`config.mk`:
```
export PLATFORM = sky130hd
export DESIGN_NAME = assfc_top
export DESIGN_NICKNAME = d
export VERILOG_FILES = /design/src/rtl/assfc_top.v
export VERILOG_INCLUDE_DIRS = /design/src /design/src/rtl
export SDC_FILE = /design/constraint.sdc
export NUM_CORES = 1
export LEC_CHECK = 0
export BUFFER_PORTS_ARGS = -buffer_cell sky130_fd_sc_hd__buf_2
export CORE_AREA = 2 2 140 142
export DETAILED_ROUTE_END_ITERATION = 8
export DIE_AREA = 0 0 142 144
export PLACE_DENSITY_LB_ADDON = 0.08
export SKIP_CTS_REPAIR_TIMING = 1
export SYNTH_ARGS = -nofsm -noshare
export SYNTH_HDL_FRONTEND = slang
export SYNTH_SLANG_ARGS = --single-unit
```
`constraint.sdc`:
```
create_clock -name sys_clk -period 3.65 [get_ports sys_clk]
set_input_delay 0.73 -clock sys_clk [delete_from_list [all_inputs] [get_ports sys_clk]]
set_output_delay 0.73 -clock sys_clk [all_outputs]
set_load 0.01 [all_outputs]
```
`src/rtl/assfc_consts.vh`:
```
`ifndef ASSFC_CONSTS_VH
`define ASSFC_CONSTS_VH
// Byte addresses on the register bus
`define ASSFC_ADDR_STATUS 5'h00
`define ASSFC_ADDR_DATA 5'h04
`define ASSFC_ADDR_CFG 5'h08
`define ASSFC_ADDR_CTRL2 5'h0C
`define ASSFC_ADDR_BAUD 5'h10
// Status bit positions
`define ASSFC_ST_TXE 7
`define ASSFC_ST_TXD 6
`define ASSFC_ST_RXF 5
`define ASSFC_ST_IDLE 4
`define ASSFC_ST_OVR 3
`define ASSFC_ST_NOISE 2
`define ASSFC_ST_FRM 1
`define ASSFC_ST_PAR 0
`define ASSFC_STATUS_RST 8'hC0
// Frame config bit positions
`define ASSFC_CF_RX9 7
`define ASSFC_CF_TX9 6
`define ASSFC_CF_LPD 5
`define ASSFC_CF_LEN9 4
`define ASSFC_CF_WAKE 3
`define ASSFC_CF_PEN 2
`define ASSFC_CF_PODD 1
`define ASSFC_CF_PIE 0
// Control two bit positions
`define ASSFC_C2_TIE 7
`define ASSFC_C2_TX_DONE_IRQ_EN 6
`define ASSFC_C2_RIE 5
`define ASSFC_C2_QUIET_LINE_IRQ_EN 4
`define ASSFC_C2_TE 3
`define ASSFC_C2_RE 2
`define ASSFC_C2_MUTE 1
`define ASSFC_C2_BRK 0
// Oversampling
`define ASSFC_OVS 4'hF
`define ASSFC_BAUD_RST 16'h006C
`define ASSFC_RESP_OK 2'h0
`define ASSFC_RESP_ERR 2'h2
`endif

```
`src/rtl/assfc_top.v`:
```
// What this block does
// - Wait leaves serial running; enabled events wake
// - Halt suspends serial; events never wake halt
// - One shared request, each event gated
// - Tx-empty set on load; cleared status-then-write
// - No shift load while tx-empty set
// - Tx-done set after data frame; same clear
// - Idle or break frames leave tx-done
// - Rx-full set on word; status-then-read clears
// - Idle flag once per rx-full; read clears
// - Overrun keeps holding word, flags, interrupts
// - Noise flag, no interrupt, read clears
// - Framing flag; overrun suppresses it same word
// - Parity flag, gated interrupt, status-read arms
// - Status resets to tx-empty, tx-done set
// - Ninth bits live in config 7/6
// - Low-power bit stops prescaler after byte
// - Length bit picks 8 or 9 data
// - Wake bit picks idle or address mark
// - Parity replaces top data bit, checked
// - Parity odd select, applies after byte
// - Parity interrupt enable gates parity interrupt
// - Sixteen samples, majority 8/9/10, noise
//
// Added by the designer: the register addresses and the AXI4-Lite interface to the registers.
`timescale 1ns/1ps
`include "assfc_consts.vh"
module assfc_top (
  input wire sys_clk,
  input wire rst_n,
  input wire cpu_wait,
  input wire cpu_halt,
  output wire wake_req,
  output wire irq,
  input wire rx_line,
  output reg tx_line,
  output reg tx_oe,
  input wire [4:0] s_axi_awaddr,
  input wire s_axi_awvalid,
  output wire s_axi_awready,
  input wire [31:0] s_axi_wdata,
  input wire [3:0] s_axi_wstrb,
  input wire s_axi_wvalid,
  output wire s_axi_wready,
  output reg [1:0] s_axi_bresp,
  output reg s_axi_bvalid,
  input wire s_axi_bready,
  input wire [4:0] s_axi_araddr,
  input wire s_axi_arvalid,
  output wire s_axi_arready,
  output reg [31:0] s_axi_rdata,
  output reg [1:0] s_axi_rresp,
  output reg s_axi_rvalid,
  input wire s_axi_rready
);
  reg [7:0] status;
  reg [7:0] cfg;
  reg [7:0] ctrl2;
  reg [15:0] baud_div;
  reg [7:0] tx_hold;
  reg [7:0] rx_hold;
  reg armed;
  reg armed_by_read;
  reg idle_allowed;
  // AXI write side
  reg aw_got, w_got;
  reg [4:0] aw_addr;
  reg [31:0] w_data;
  reg w_lane0;
  reg w_lane1;
  assign s_axi_awready = !aw_got && !s_axi_bvalid;
  assign s_axi_wready = !w_got && !s_axi_bvalid;
  wire [4:0] wa = s_axi_awvalid && s_axi_awready ? s_axi_awaddr : aw_addr;
  wire [31:0] wd = s_axi_wvalid && s_axi_wready ? s_axi_wdata : w_data;
  wire wl = s_axi_wvalid && s_axi_wready ? s_axi_wstrb[0] : w_lane0;
  // Upper lane is latched too, since W may arrive before AW
  wire wl1 = s_axi_wvalid && s_axi_wready ? s_axi_wstrb[1] : w_lane1;
  wire wr_go = (aw_got || (s_axi_awvalid && s_axi_awready)) &&
               (w_got || (s_axi_wvalid && s_axi_wready));
  wire wr_map = wa == `ASSFC_ADDR_STATUS || wa == `ASSFC_ADDR_DATA ||
                wa == `ASSFC_ADDR_CFG || wa == `ASSFC_ADDR_CTRL2 ||
                wa == `ASSFC_ADDR_BAUD;
  wire wr_en = wr_go && wl;
  wire wr_data = wr_en && wa == `ASSFC_ADDR_DATA;
  assign s_axi_arready = !s_axi_rvalid;
  wire rd_go = s_axi_arvalid && s_axi_arready;
  wire rd_data = rd_go && s_axi_araddr == `ASSFC_ADDR_DATA;
  wire rd_stat = rd_go && s_axi_araddr == `ASSFC_ADDR_STATUS;
  wire wr_stat = wr_go && wa == `ASSFC_ADDR_STATUS;
  // Data access after a status access clears the relevant flags
  wire clr_tx = armed && wr_data;
  wire clr_rx = armed && rd_data;
  wire clr_par = armed_by_read && (rd_data || wr_data);
  // Baud tick: 16x oversampling, frozen in halt or low-power idle
  reg [15:0] pre_cnt;
  reg tx_busy, rx_busy;
  wire lp_stop = cfg[`ASSFC_CF_LPD] && !tx_busy && !rx_busy;
  wire run = !cpu_halt && !lp_stop;
  wire tick = run && pre_cnt == 16'h0000;
  always @(posedge sys_clk) begin
    if (!rst_n)
      pre_cnt <= 16'h0000;
    else if (run)
      pre_cnt <= (pre_cnt == 16'h0000) ? baud_div : pre_cnt - 16'h0001;
  end
  // Transmitter
  reg [3:0] tx_os;
  reg [3:0] tx_bit;
  reg [10:0] tx_shift;
  reg tx_kind_data;
  reg tx_len9;
  reg te_q;
  reg brk_q;
  reg pend_idle, pend_brk;
  wire te = ctrl2[`ASSFC_C2_TE];
  wire brk = ctrl2[`ASSFC_C2_BRK];
  wire [7:0] cd = tx_hold;
  wire p8 = ^cd[6:0] ^ cfg[`ASSFC_CF_PODD];
  wire p9 = ^cd[7:0] ^ cfg[`ASSFC_CF_PODD];
  wire len9 = cfg[`ASSFC_CF_LEN9];
  // Parity replaces the top data bit; config is sampled at frame start
  wire [8:0] tx_word = len9 ?
    {cfg[`ASSFC_CF_PEN] ? p9 : cfg[`ASSFC_CF_TX9], cd} :
    {1'b1, cfg[`ASSFC_CF_PEN] ? p8 : cd[7], cd[6:0]};
  wire tx_last = tx_bit == (tx_len9 ? 4'hA : 4'h9);
  wire tx_load = te && !tx_busy && tick && !status[`ASSFC_ST_TXE] &&
                 !pend_idle && !pend_brk;
  wire tx_end = tx_busy && tick && tx_os == `ASSFC_OVS && tx_last;
  wire tx_done_set = tx_end && tx_kind_data;
  always @(posedge sys_clk) begin
    if (!rst_n) begin
      tx_busy <= 1'b0;
      tx_os <= 4'h0;
      tx_bit <= 4'h0;
      tx_shift <= 11'h7FF;
      tx_kind_data <= 1'b0;
      tx_len9 <= 1'b0;
      tx_line <= 1'b1;
      tx_oe <= 1'b0;
      te_q <= 1'b0;
      brk_q <= 1'b0;
      pend_idle <= 1'b0;
      pend_brk <= 1'b0;
    end else begin
      te_q <= te;
      brk_q <= brk;
      if (te && !te_q && tx_busy)
        pend_idle <= 1'b1;
      if (!brk && brk_q)
        pend_brk <= 1'b1;
      tx_oe <= (te || ctrl2[`ASSFC_C2_RE]) && !lp_stop;
      if (tx_load) begin
        tx_busy <= 1'b1;
        tx_kind_data <= 1'b1;
        tx_len9 <= len9;
        tx_shift <= {1'b1, tx_word, 1'b0};
        tx_os <= 4'h0;
        tx_bit <= 4'h0;
      end else if (te && !tx_busy && tick && (pend_idle || pend_brk || brk)) begin
        tx_busy <= 1'b1;
        tx_kind_data <= 1'b0;
        tx_len9 <= len9;
        tx_shift <= (pend_brk || brk) ? 11'h000 : 11'h7FF;
        tx_os <= 4'h0;
        tx_bit <= 4'h0;
        pend_idle <= 1'b0;
        pend_brk <= 1'b0;
      end else if (tx_busy && tick) begin
        tx_os <= tx_os + 4'h1;
        if (tx_os == `ASSFC_OVS) begin
          tx_shift <= {1'b1, tx_shift[10:1]};
          tx_bit <= tx_bit + 4'h1;
          if (tx_last)
            tx_busy <= 1'b0;
        end
      end
      tx_line <= tx_busy ? tx_shift[0] : 1'b1;
    end
  end
  // Receiver with 16x sampling and 8/9/10 majority
  reg [3:0] rx_os;
  reg [3:0] rx_bit;
  reg [9:0] rx_shift;
  reg [1:0] smp;
  reg rx_noise;
  reg rx_len9, rx_pen, rx_podd;
  reg [3:0] idle_cnt;
  reg rx_line_q;
  wire re = ctrl2[`ASSFC_C2_RE];
  wire mute = ctrl2[`ASSFC_C2_MUTE];
  wire maj = (smp[0] & smp[1]) | (smp[1] & rx_line) | (smp[0] & rx_line);
  wire disagree = !(smp[0] == smp[1] && smp[1] == rx_line);
  wire rx_last = rx_bit == (rx_len9 ? 4'hA : 4'h9);
  wire rx_end = rx_busy && tick && rx_os == 4'h9 && rx_last;
  wire [9:0] rx_full = {maj, rx_shift[9:1]};
  // Stop bit sits in bit 9; in nine-bit mode the start bit has already dropped out
  wire [8:0] rx_word = rx_len9 ? rx_full[8:0] : {1'b0, rx_full[8:1]};
  wire rx_msb = rx_len9 ? rx_word[8] : rx_word[7];
  wire rx_par_bad = rx_pen &&
    ((rx_len9 ? ^rx_word[8:0] : ^rx_word[7:0]) != rx_podd);
  wire rx_frm_bad = !maj;
  wire addr_wake = mute && cfg[`ASSFC_CF_WAKE] && rx_msb;
  wire rx_take = rx_end && (!mute || addr_wake);
  wire ovr = rx_take && status[`ASSFC_ST_RXF] && !clr_rx;
  wire rx_move = rx_take && !ovr;
  wire idle_det = re && !rx_busy && tick && idle_cnt == 4'hA && rx_os == `ASSFC_OVS;
  wire idle_wake = idle_det && mute && !cfg[`ASSFC_CF_WAKE];
  wire idle_set = idle_det && !mute && idle_allowed;
  always @(posedge sys_clk) begin
    if (!rst_n) begin
      rx_busy <= 1'b0;
      rx_os <= 4'h0;
      rx_bit <= 4'h0;
      rx_shift <= 10'h000;
      smp <= 2'h3;
      rx_noise <= 1'b0;
      rx_len9 <= 1'b0;
      rx_pen <= 1'b0;
      rx_podd <= 1'b0;
      idle_cnt <= 4'h0;
      rx_line_q <= 1'b1;
    end else if (tick) begin
      rx_line_q <= rx_line;
      if (!re) begin
        rx_busy <= 1'b0;
        idle_cnt <= 4'h0;
        rx_os <= 4'h0;
      end else if (!rx_busy) begin
        rx_os <= rx_os + 4'h1;
        if (rx_os == `ASSFC_OVS)
          idle_cnt <= (idle_cnt == 4'hA) ? idle_cnt : idle_cnt + 4'h1;
        if (rx_line_q && !rx_line) begin
          rx_busy <= 1'b1;
          rx_os <= 4'h1;
          rx_bit <= 4'h0;
          rx_noise <= 1'b0;
          rx_len9 <= len9;
          rx_pen <= cfg[`ASSFC_CF_PEN];
          rx_podd <= cfg[`ASSFC_CF_PODD];
        end else if (!rx_line)
          idle_cnt <= 4'h0;
      end else begin
        rx_os <= rx_os + 4'h1;
        if (rx_os == 4'h7)
          smp[0] <= rx_line;
        if (rx_os == 4'h8)
          smp[1] <= rx_line;
        if (rx_os == 4'h9) begin
          if (disagree)
            rx_noise <= 1'b1;
          rx_shift <= rx_full;
          rx_bit <= rx_bit + 4'h1;
          if (rx_bit == 4'h0 && maj)
            rx_busy <= 1'b0;
          if (rx_last) begin
            rx_busy <= 1'b0;
            idle_cnt <= 4'h0;
          end
        end
      end
    end
  end
  // Status flags: hardware set wins over the software clear
  wire txe_set = tx_load;
  always @(posedge sys_clk) begin
    if (!rst_n) begin
      status <= `ASSFC_STATUS_RST;
      armed <= 1'b0;
      armed_by_read <= 1'b0;
      idle_allowed <= 1'b1;
      rx_hold <= 8'h00;
      tx_hold <= 8'h00;
      cfg <= 8'h00;
      ctrl2 <= 8'h00;
      baud_div <= `ASSFC_BAUD_RST;
    end else begin
      if (rd_stat || wr_stat)
        armed <= 1'b1;
      else if (rd_data || wr_data)
        armed <= 1'b0;
      if (rd_stat)
        armed_by_read <= 1'b1;
      else if (rd_data || wr_data)
        armed_by_read <= 1'b0;
      status[`ASSFC_ST_TXE] <= txe_set | (status[`ASSFC_ST_TXE] & ~clr_tx);
      status[`ASSFC_ST_TXD] <= tx_done_set | (status[`ASSFC_ST_TXD] & ~clr_tx);
      status[`ASSFC_ST_RXF] <= rx_move | (status[`ASSFC_ST_RXF] & ~clr_rx);
      status[`ASSFC_ST_IDLE] <= idle_set | (status[`ASSFC_ST_IDLE] & ~clr_rx);
      status[`ASSFC_ST_OVR] <= ovr | (status[`ASSFC_ST_OVR] & ~clr_rx);
      status[`ASSFC_ST_NOISE] <= (rx_take && (rx_noise || disagree)) |
                                 (status[`ASSFC_ST_NOISE] & ~clr_rx);
      status[`ASSFC_ST_FRM] <= (rx_take && rx_frm_bad && !ovr) |
                               (status[`ASSFC_ST_FRM] & ~clr_rx);
      status[`ASSFC_ST_PAR] <= (rx_move && rx_par_bad) |
                               (status[`ASSFC_ST_PAR] & ~clr_par);
      if (idle_set)
        idle_allowed <= 1'b0;
      else if (rx_move)
        idle_allowed <= 1'b1;
      if (rx_move) begin
        rx_hold <= rx_word[7:0];
        cfg[`ASSFC_CF_RX9] <= rx_word[8];
      end
      if (wr_data)
        tx_hold <= wd[7:0];
      if (wr_en && wa == `ASSFC_ADDR_CFG)
        cfg[6:0] <= wd[6:0];
      if (wr_en && wa == `ASSFC_ADDR_CTRL2)
        ctrl2 <= wd[7:0];
      else if (idle_wake || (rx_end && addr_wake))
        ctrl2[`ASSFC_C2_MUTE] <= 1'b0;
      if (wr_en && wa == `ASSFC_ADDR_BAUD)
        baud_div <= {wl1 ? wd[15:8] : baud_div[15:8], wd[7:0]};
    end
  end
  // Shared request; never a halt wake source
  wire any_irq = (status[`ASSFC_ST_TXE] && ctrl2[`ASSFC_C2_TIE]) ||
                 (status[`ASSFC_ST_TXD] && ctrl2[`ASSFC_C2_TX_DONE_IRQ_EN]) ||
                 ((status[`ASSFC_ST_RXF] || status[`ASSFC_ST_OVR]) && ctrl2[`ASSFC_C2_RIE]) ||
                 (status[`ASSFC_ST_IDLE] && ctrl2[`ASSFC_C2_QUIET_LINE_IRQ_EN]) ||
                 (status[`ASSFC_ST_PAR] && cfg[`ASSFC_CF_PIE]);
  assign irq = any_irq;
  assign wake_req = any_irq && cpu_wait && !cpu_halt;
  // AXI handshake bookkeeping and read mux
  always @(posedge sys_clk) begin
    if (!rst_n) begin
      aw_got <= 1'b0;
      w_got <= 1'b0;
      aw_addr <= 5'h00;
      w_data <= 32'h00000000;
      w_lane0 <= 1'b0;
      w_lane1 <= 1'b0;
      s_axi_bvalid <= 1'b0;
      s_axi_bresp <= `ASSFC_RESP_OK;
      s_axi_rvalid <= 1'b0;
      s_axi_rdata <= 32'h00000000;
      s_axi_rresp <= `ASSFC_RESP_OK;
    end else begin
      if (wr_go) begin
        aw_got <= 1'b0;
        w_got <= 1'b0;
        s_axi_bvalid <= 1'b1;
        s_axi_bresp <= (wr_map && wa != `ASSFC_ADDR_STATUS) ? `ASSFC_RESP_OK : `ASSFC_RESP_ERR;
      end else begin
        if (s_axi_awvalid && s_axi_awready) begin
          aw_got <= 1'b1;
          aw_addr <= s_axi_awaddr;
        end
        if (s_axi_wvalid && s_axi_wready) begin
          w_got <= 1'b1;
          w_data <= s_axi_wdata;
          w_lane0 <= s_axi_wstrb[0];
          w_lane1 <= s_axi_wstrb[1];
        end
        if (s_axi_bvalid && s_axi_bready)
          s_axi_bvalid <= 1'b0;
      end
      if (rd_go) begin
        s_axi_rvalid <= 1'b1;
        s_axi_rresp <= `ASSFC_RESP_OK;
        case (s_axi_araddr)
          `ASSFC_ADDR_STATUS: s_axi_rdata <= {24'h000000, status};
          `ASSFC_ADDR_DATA: s_axi_rdata <= {24'h000000, rx_hold};
          `ASSFC_ADDR_CFG: s_axi_rdata <= {24'h000000, cfg};
          `ASSFC_ADDR_CTRL2: s_axi_rdata <= {24'h000000, ctrl2};
          `ASSFC_ADDR_BAUD: s_axi_rdata <= {16'h0000, baud_div};
          default: begin
            s_axi_rdata <= 32'h00000000;
            s_axi_rresp <= `ASSFC_RESP_ERR;
          end
        endcase
      end else if (s_axi_rvalid && s_axi_rready)
        s_axi_rvalid <= 1'b0;
    end
  end
endmodule // assfc_top

```
# After elaboration in Yosys (flattened, before gate mapping)
# Index checks and enable logic that the tools add are counted.
word_totals:
  reg_bits: 196
  in_bits: 56
  output_inout_bits: 45
  wordCells: 327
classes:
  n_addsub: 6
  n_eq_ne: 23
  n_mux: 71
  bitwise_logic: 28
  n_reduce_logical: 150
ops:
  columns: ["operator", "count"]
  rows:
  - ["$pmux W16 S5", 1]
  - ["$logic_and A1 B1 Y1", 71]
  - ["$mux W4", 14]
  - ["$mux W11", 4]
  - ["$mux W1", 42]
  - ["$mux W16", 2]
  - ["$add A4 B1 Y4 const B", 5]
  - ["$eq A4 B4 Y1 const B", 5]
  - ["$eq A5 B4 Y1 const B", 4]
  - ["$logic_not A1 Y1", 20]
  - ["$logic_or A1 B1 Y1", 20]
  - ["$reduce_and A4 Y1", 5]
  - ["$reduce_bool A2 Y1", 10]
  - ["$mux W9", 2]
  - ["$logic_not A16 Y1", 1]
  - ["$reduce_xor A8 Y1", 2]
  - ["$sub A16 B1 Y16 const B", 1]
  - ["$and A1 B1 Y1", 11]
  - ["$eq A5 B3 Y1 const B", 2]
  - ["$eq A5 B5 Y1 const B", 2]
  - ["$logic_not A5 Y1", 2]
  - ["$mux W10", 1]
  - ["$or A1 B1 Y1", 10]
  - ["$reduce_and A2 Y1", 5]
  - ["21 further kinds", 36]

# Longest topological paths before layout
depth:
  ltp_word: 16
  depth_mapped: 9
  mapped_depth_nobuf: 7

# Worst setup path after synthesis
# Ideal clock, no wire load.
synth_path:
  path_type: "input port to flip-flop"
  from: "input s_axi_awvalid"
  to: "register ctrl2[7]"
  arrival_ns: 2.819
  setup_slack_ns: 0.745
  stages: 7
  n_path_buf: 2
  cell_sequence: "or3b_2 -> buf_2 -> mux2i_1 -> a2111oi_1 -> buf_2 -> nor2_1 -> a211oi_1"
synth_via:
  elab_chain_len: 5
  word_cells_on_any_way: 7
synth_lines:
  columns: ["item", "line", "source"]
  rows:
  - ["from (decl)", "assfc_top.v:39", "input wire s_axi_awvalid,"]
  - ["$logic_and A1 B1 Y1 (*)", "assfc_top.v:73, assfc_top.v:78", null]
  - ["parallel branches: the longest is 3 deep, another holds $mux W5", null, null]
  - ["$logic_and A1 B1 Y1 (no line) (*)", null, null]
  - ["to (signal assigned)", "assfc_top.v:309", "ctrl2 <= wd[7:0];"]
  - ["to (decl)", "assfc_top.v:58", "reg [7:0] ctrl2;"]
# Every way passes the cells marked *.
# A chain may end at the register's enable or synchronous reset.

# Final worst setup path
layout_path:
  from: "register pre_cnt[2]"
  to: "register tx_shift[9]"
layout_via:
  elab_chain_len: 8
  word_cells_on_any_way: 13
layout_lines:
  columns: ["item", "line", "source"]
  rows:
  - ["from (decl)", "assfc_top.v:95", "reg [15:0] pre_cnt;"]
  - ["from (signal assigned)", "assfc_top.v:104", "pre_cnt <= (pre_cnt == 16'h0000) ? baud_div : pre_cnt - 16'h0001;"]
  - ["$logic_not A16 Y1 (*)", "assfc_top.v:99", "wire tick = run && pre_cnt == 16'h0000;"]
  - ["$logic_and A1 B1 Y1 (*)", "assfc_top.v:99", null]
  - ["$logic_and A1 B1 Y1", "assfc_top.v:126, assfc_top.v:159", null]
  - ["$logic_and A1 B1 Y1 (3 in a row)", "assfc_top.v:126", "wire tx_load = te && !tx_busy && tick && !status[`ASSFC_ST_TXE] &&"]
  - ["$reduce_bool A3 Y1 (no line)", null, null]
  - ["$reduce_and A2 Y1 (no line)", null, null]
  - ["to (signal assigned)", "assfc_top.v:156", "tx_shift <= {1'b1, tx_word, 1'b0};"]
  - ["to (signal assigned)", "assfc_top.v:163", "tx_shift <= (pend_brk || brk) ? 11'h000 : 11'h7FF;"]
  - ["to (signal assigned)", "assfc_top.v:171", "tx_shift <= {1'b1, tx_shift[10:1]};"]
  - ["to (decl)", "assfc_top.v:109", "reg [10:0] tx_shift;"]
# Mark *: on every way between the ends. The rest lies on a longest branch, timed or not.

==> flow_summary.yaml <==
synth:
  synth_cell_types: 73
  synth.area.top_cells: "dfxtp_1 (42%), mux2i_1 (7.5%), nor2_1 (5.8%)"
  synth-async-reset-ratio_pct: 0
  synth_edf_count: 0
  synthCells: 962
  yosysSeqAreaShare_pct: 42.2
  yosys.area.top_type: "dfxtp_1"
  synth-main-ff-cell: "dfxtp_1"
  post-synth-top-count-cell: "dfxtp_1"
  syn_area_um2: 8400
  yosys_warnings: 0
  syn_avg_cell_area_um2: 8.73
  ys_ff_latch: 177
  synth_common_cells: "dfxtp_1 (177), nor2_1 (129), a21oi_1 (69), mux2i_1 (63), nand2_1 (62)"
  synth_top_area_share_pct: 42.2
global_routing:
  antenna_found_initial: 0
  overflow: 0
  grt_pass1_wl_mm: 34.7
  track_usage_pct: 21.5
  grt_pass1_vias: 6443
  grt_max_degree: 59
run:
  max_cap_violations: 0
cells_and_area:
  syn_to_final_growth_pct: 12.7
  n_fill_cell: 1833
  fin_nets: 1072
  num_antenna_cells: 0
  drive_gt1_share_pct: 15.1
  fin_util_pct: 49.6
sta:
  drv_slew: 0
  finalHoldViolCount: 0
  finalSetupTns_ns: 0
  setup_viol: 0
  max_slew.worst_pin.slew_ns: 0.918
  slew_headroom_pct: 38.5
  skew_ns: 0.0165
  max_clock_freq_mhz: 335
  finalCriticalPeriod_ns: 2.98
  rsz0062_at_grt: "no"
  period_share_pct: 81.8
  hold_ws_ns: 0.451
critical_path:
  cp-start-kind: "flop"
  cp_max_fo: 17
  arrival_ns: 3.35
  required_ns: 4.01
  rr_endpoint: "tx_shift[9]"
  reg2reg_depth: 7
  worstReg2RegStart: "pre_cnt[2]"
  cp-end-kind: "flop"
  reg2reg_slack_ns: 0.67
  path_class: "reg2reg"
power:
  p_sw_share_pct: 37.1
  comb_power_share_pct: 27.7
  p_int_mw: 3.48
  power_density_nw_per_um2: 585
  pwr-share-clk_pct: 33.0
  irDropWorstVdd_mv: 0.326
  seqPwrFrac_pct: 39.3
  power_switching_mw: 2.06
  power.leakage_nw: 3.48
cts:
  htreeDepth: 4
  cts.clk_slew.worst_paths_ns: 0.08
  root_buffer: "clkbuf_16"
  cts.sinks: 177
  cts_tree: "done"
  cts_made_buffers: 17
  clkLatencyLatePin_ns: 0.45
  clockBufferDepth: 2
detailed_routing:
  drcViolationCount: 0
  drt_iter0_markers: 390
  vias: 6940
  drt_pass1_iterations: 5
  antenna_left: 0
  routed_wl_mm: 21.4
  vias_per_cell: 5.53
  wl_per_cell_um: 17.1
die:
  start_util_pct: 44.0
  num_rows: 51
  die_x_um: 142
  dieHeight_um: 144
  die-area_um2: 20400
  core_area_um2: 19100
  pin_count: 101
worst_hold_path:
  hold_path_end: "s_axi_rdata[12]"
  min_path_type: "reg2reg"
  min_path_cells: 2
  min_from: "s_axi_rdata[12]"
place:
  port_buffers: 64
  dpl.hpwl_mm: 15.3
  gp_congestion: 0.819
status:
  outcome: "completed"
-- flip-flops by register name, indices dropped and copies added (netlist names), 4 cells and up --
register and cells:
rx_os 4, cfg 8, aw_addr 5, w_data 16, status 8, tx_bit 4
rx_bit 4, ctrl2 8, rx_shift 9, baud_div 16, pre_cnt 16, tx_shift 11
cd 8, rx_hold 8, s_axi_rdata 16, idle_cnt 4, tx_os 4
-- cell usage in the layout (no fill, tap or decap), drive strengths merged, types with 8 or more instances in the layout --
cell	instances
a211oi	51
a21oi	69
a221oi	10
a22oi	22
a31o	8
and2	12
buf	84
clkbuf	17
conb	18
dfxtp	177
ha	12
inv	35
mux2i	63
nand2	63
nand3	23
nand4	12
nor2	129
nor2b	11
nor3	16
nor4	16
o21ai	38
or3	9
or4	9
xnor2	16
xor2	8
-- power by group through the flow --
stage	logic (mW)	registers, mW	clock network (mW)
finish	1.54	2.18	1.83
global route	1.70	2.19	1.95
global placement	1.52	2.22	0
floorplan	1.14	2.19	0
CTS	1.53	2.17	1.87
detailed placement	1.53	2.21	0
-- metal layers --
metal  part of all wire (%)  GRT usage [%]  vias up  routed length [um]
li1                       -              -     3548                   -
met2                     47           35.1       99               10100
met1                     50           29.6     3283               10600
met3                    2.7           3.87       10                 579
met4                   0.67           5.53        0                 143
met5                      0              0        -                   0
-- critical path: stages (launching register included) --
cell and delay, ns:
dfxtp_1 0.35, nor4_1 0.78, nand4_1 0.48, buf_4 0.36, nor2_1 0.10, buf_4 0.23
o21ai_1 0.32, o221ai_1 0.29
-- worst max-delay path by stage --
stage                        endpoint  slack, ns  depth (start not counted)          start
after global routing      tx_shift[9]       0.40                          7     pre_cnt[2]
final                     tx_shift[9]       0.67                          7     pre_cnt[2]
after floorplan              ctrl2[7]       0.75                          7  s_axi_awvalid
after CTS                 tx_shift[9]       0.72                          7     pre_cnt[2]
after detailed placement  tx_shift[9]       0.74                          7     pre_cnt[2]
after global placement    tx_shift[9]       0.72                          7     pre_cnt[2]
-- layout make-up --
cell class              count  area, um2  area share, %
inverters                  23       88.8          0.938
multi-input cells         701       4490           47.4
repair buffers             84        470           4.97
flip-flops and latches    177       3540           37.4
clock inverters            15        155           1.64
well taps                 238        298           3.14
clock buffers              17        425           4.49
-- stage by stage --
step / area, um2 / power, mW / cells / worst slack [ns]
5_1_grt: 9470 / 5.84 / 1255 / 0.403
4_1_cts: 9470 / 5.58 / 1255 / 0.717
6_report: 9470 / 5.54 / 1255 / 0.665
3_5_place_dp: 8890 / 3.75 / 1223 / 0.736
2_1_floorplan: 8470 / 3.33 / 979 / 0.745
3_3_place_gp: 8890 / 3.74 / 1223 / 0.724
-- logic make-up after synthesis --
kind of cell / Yosys count / synth area share (%)
mux: 69 / 8.31
compound gates: 237 / 19.0
other cells: 1 / 0.0446
buf+inv: 101 / 5.55
fa+ha+maj: 12 / 1.79
simple gates: 339 / 20.0
xor+xnor: 26 / 3.05
flops: 177 / 42.2
Note: power is estimated with default switching activity, not from simulation.
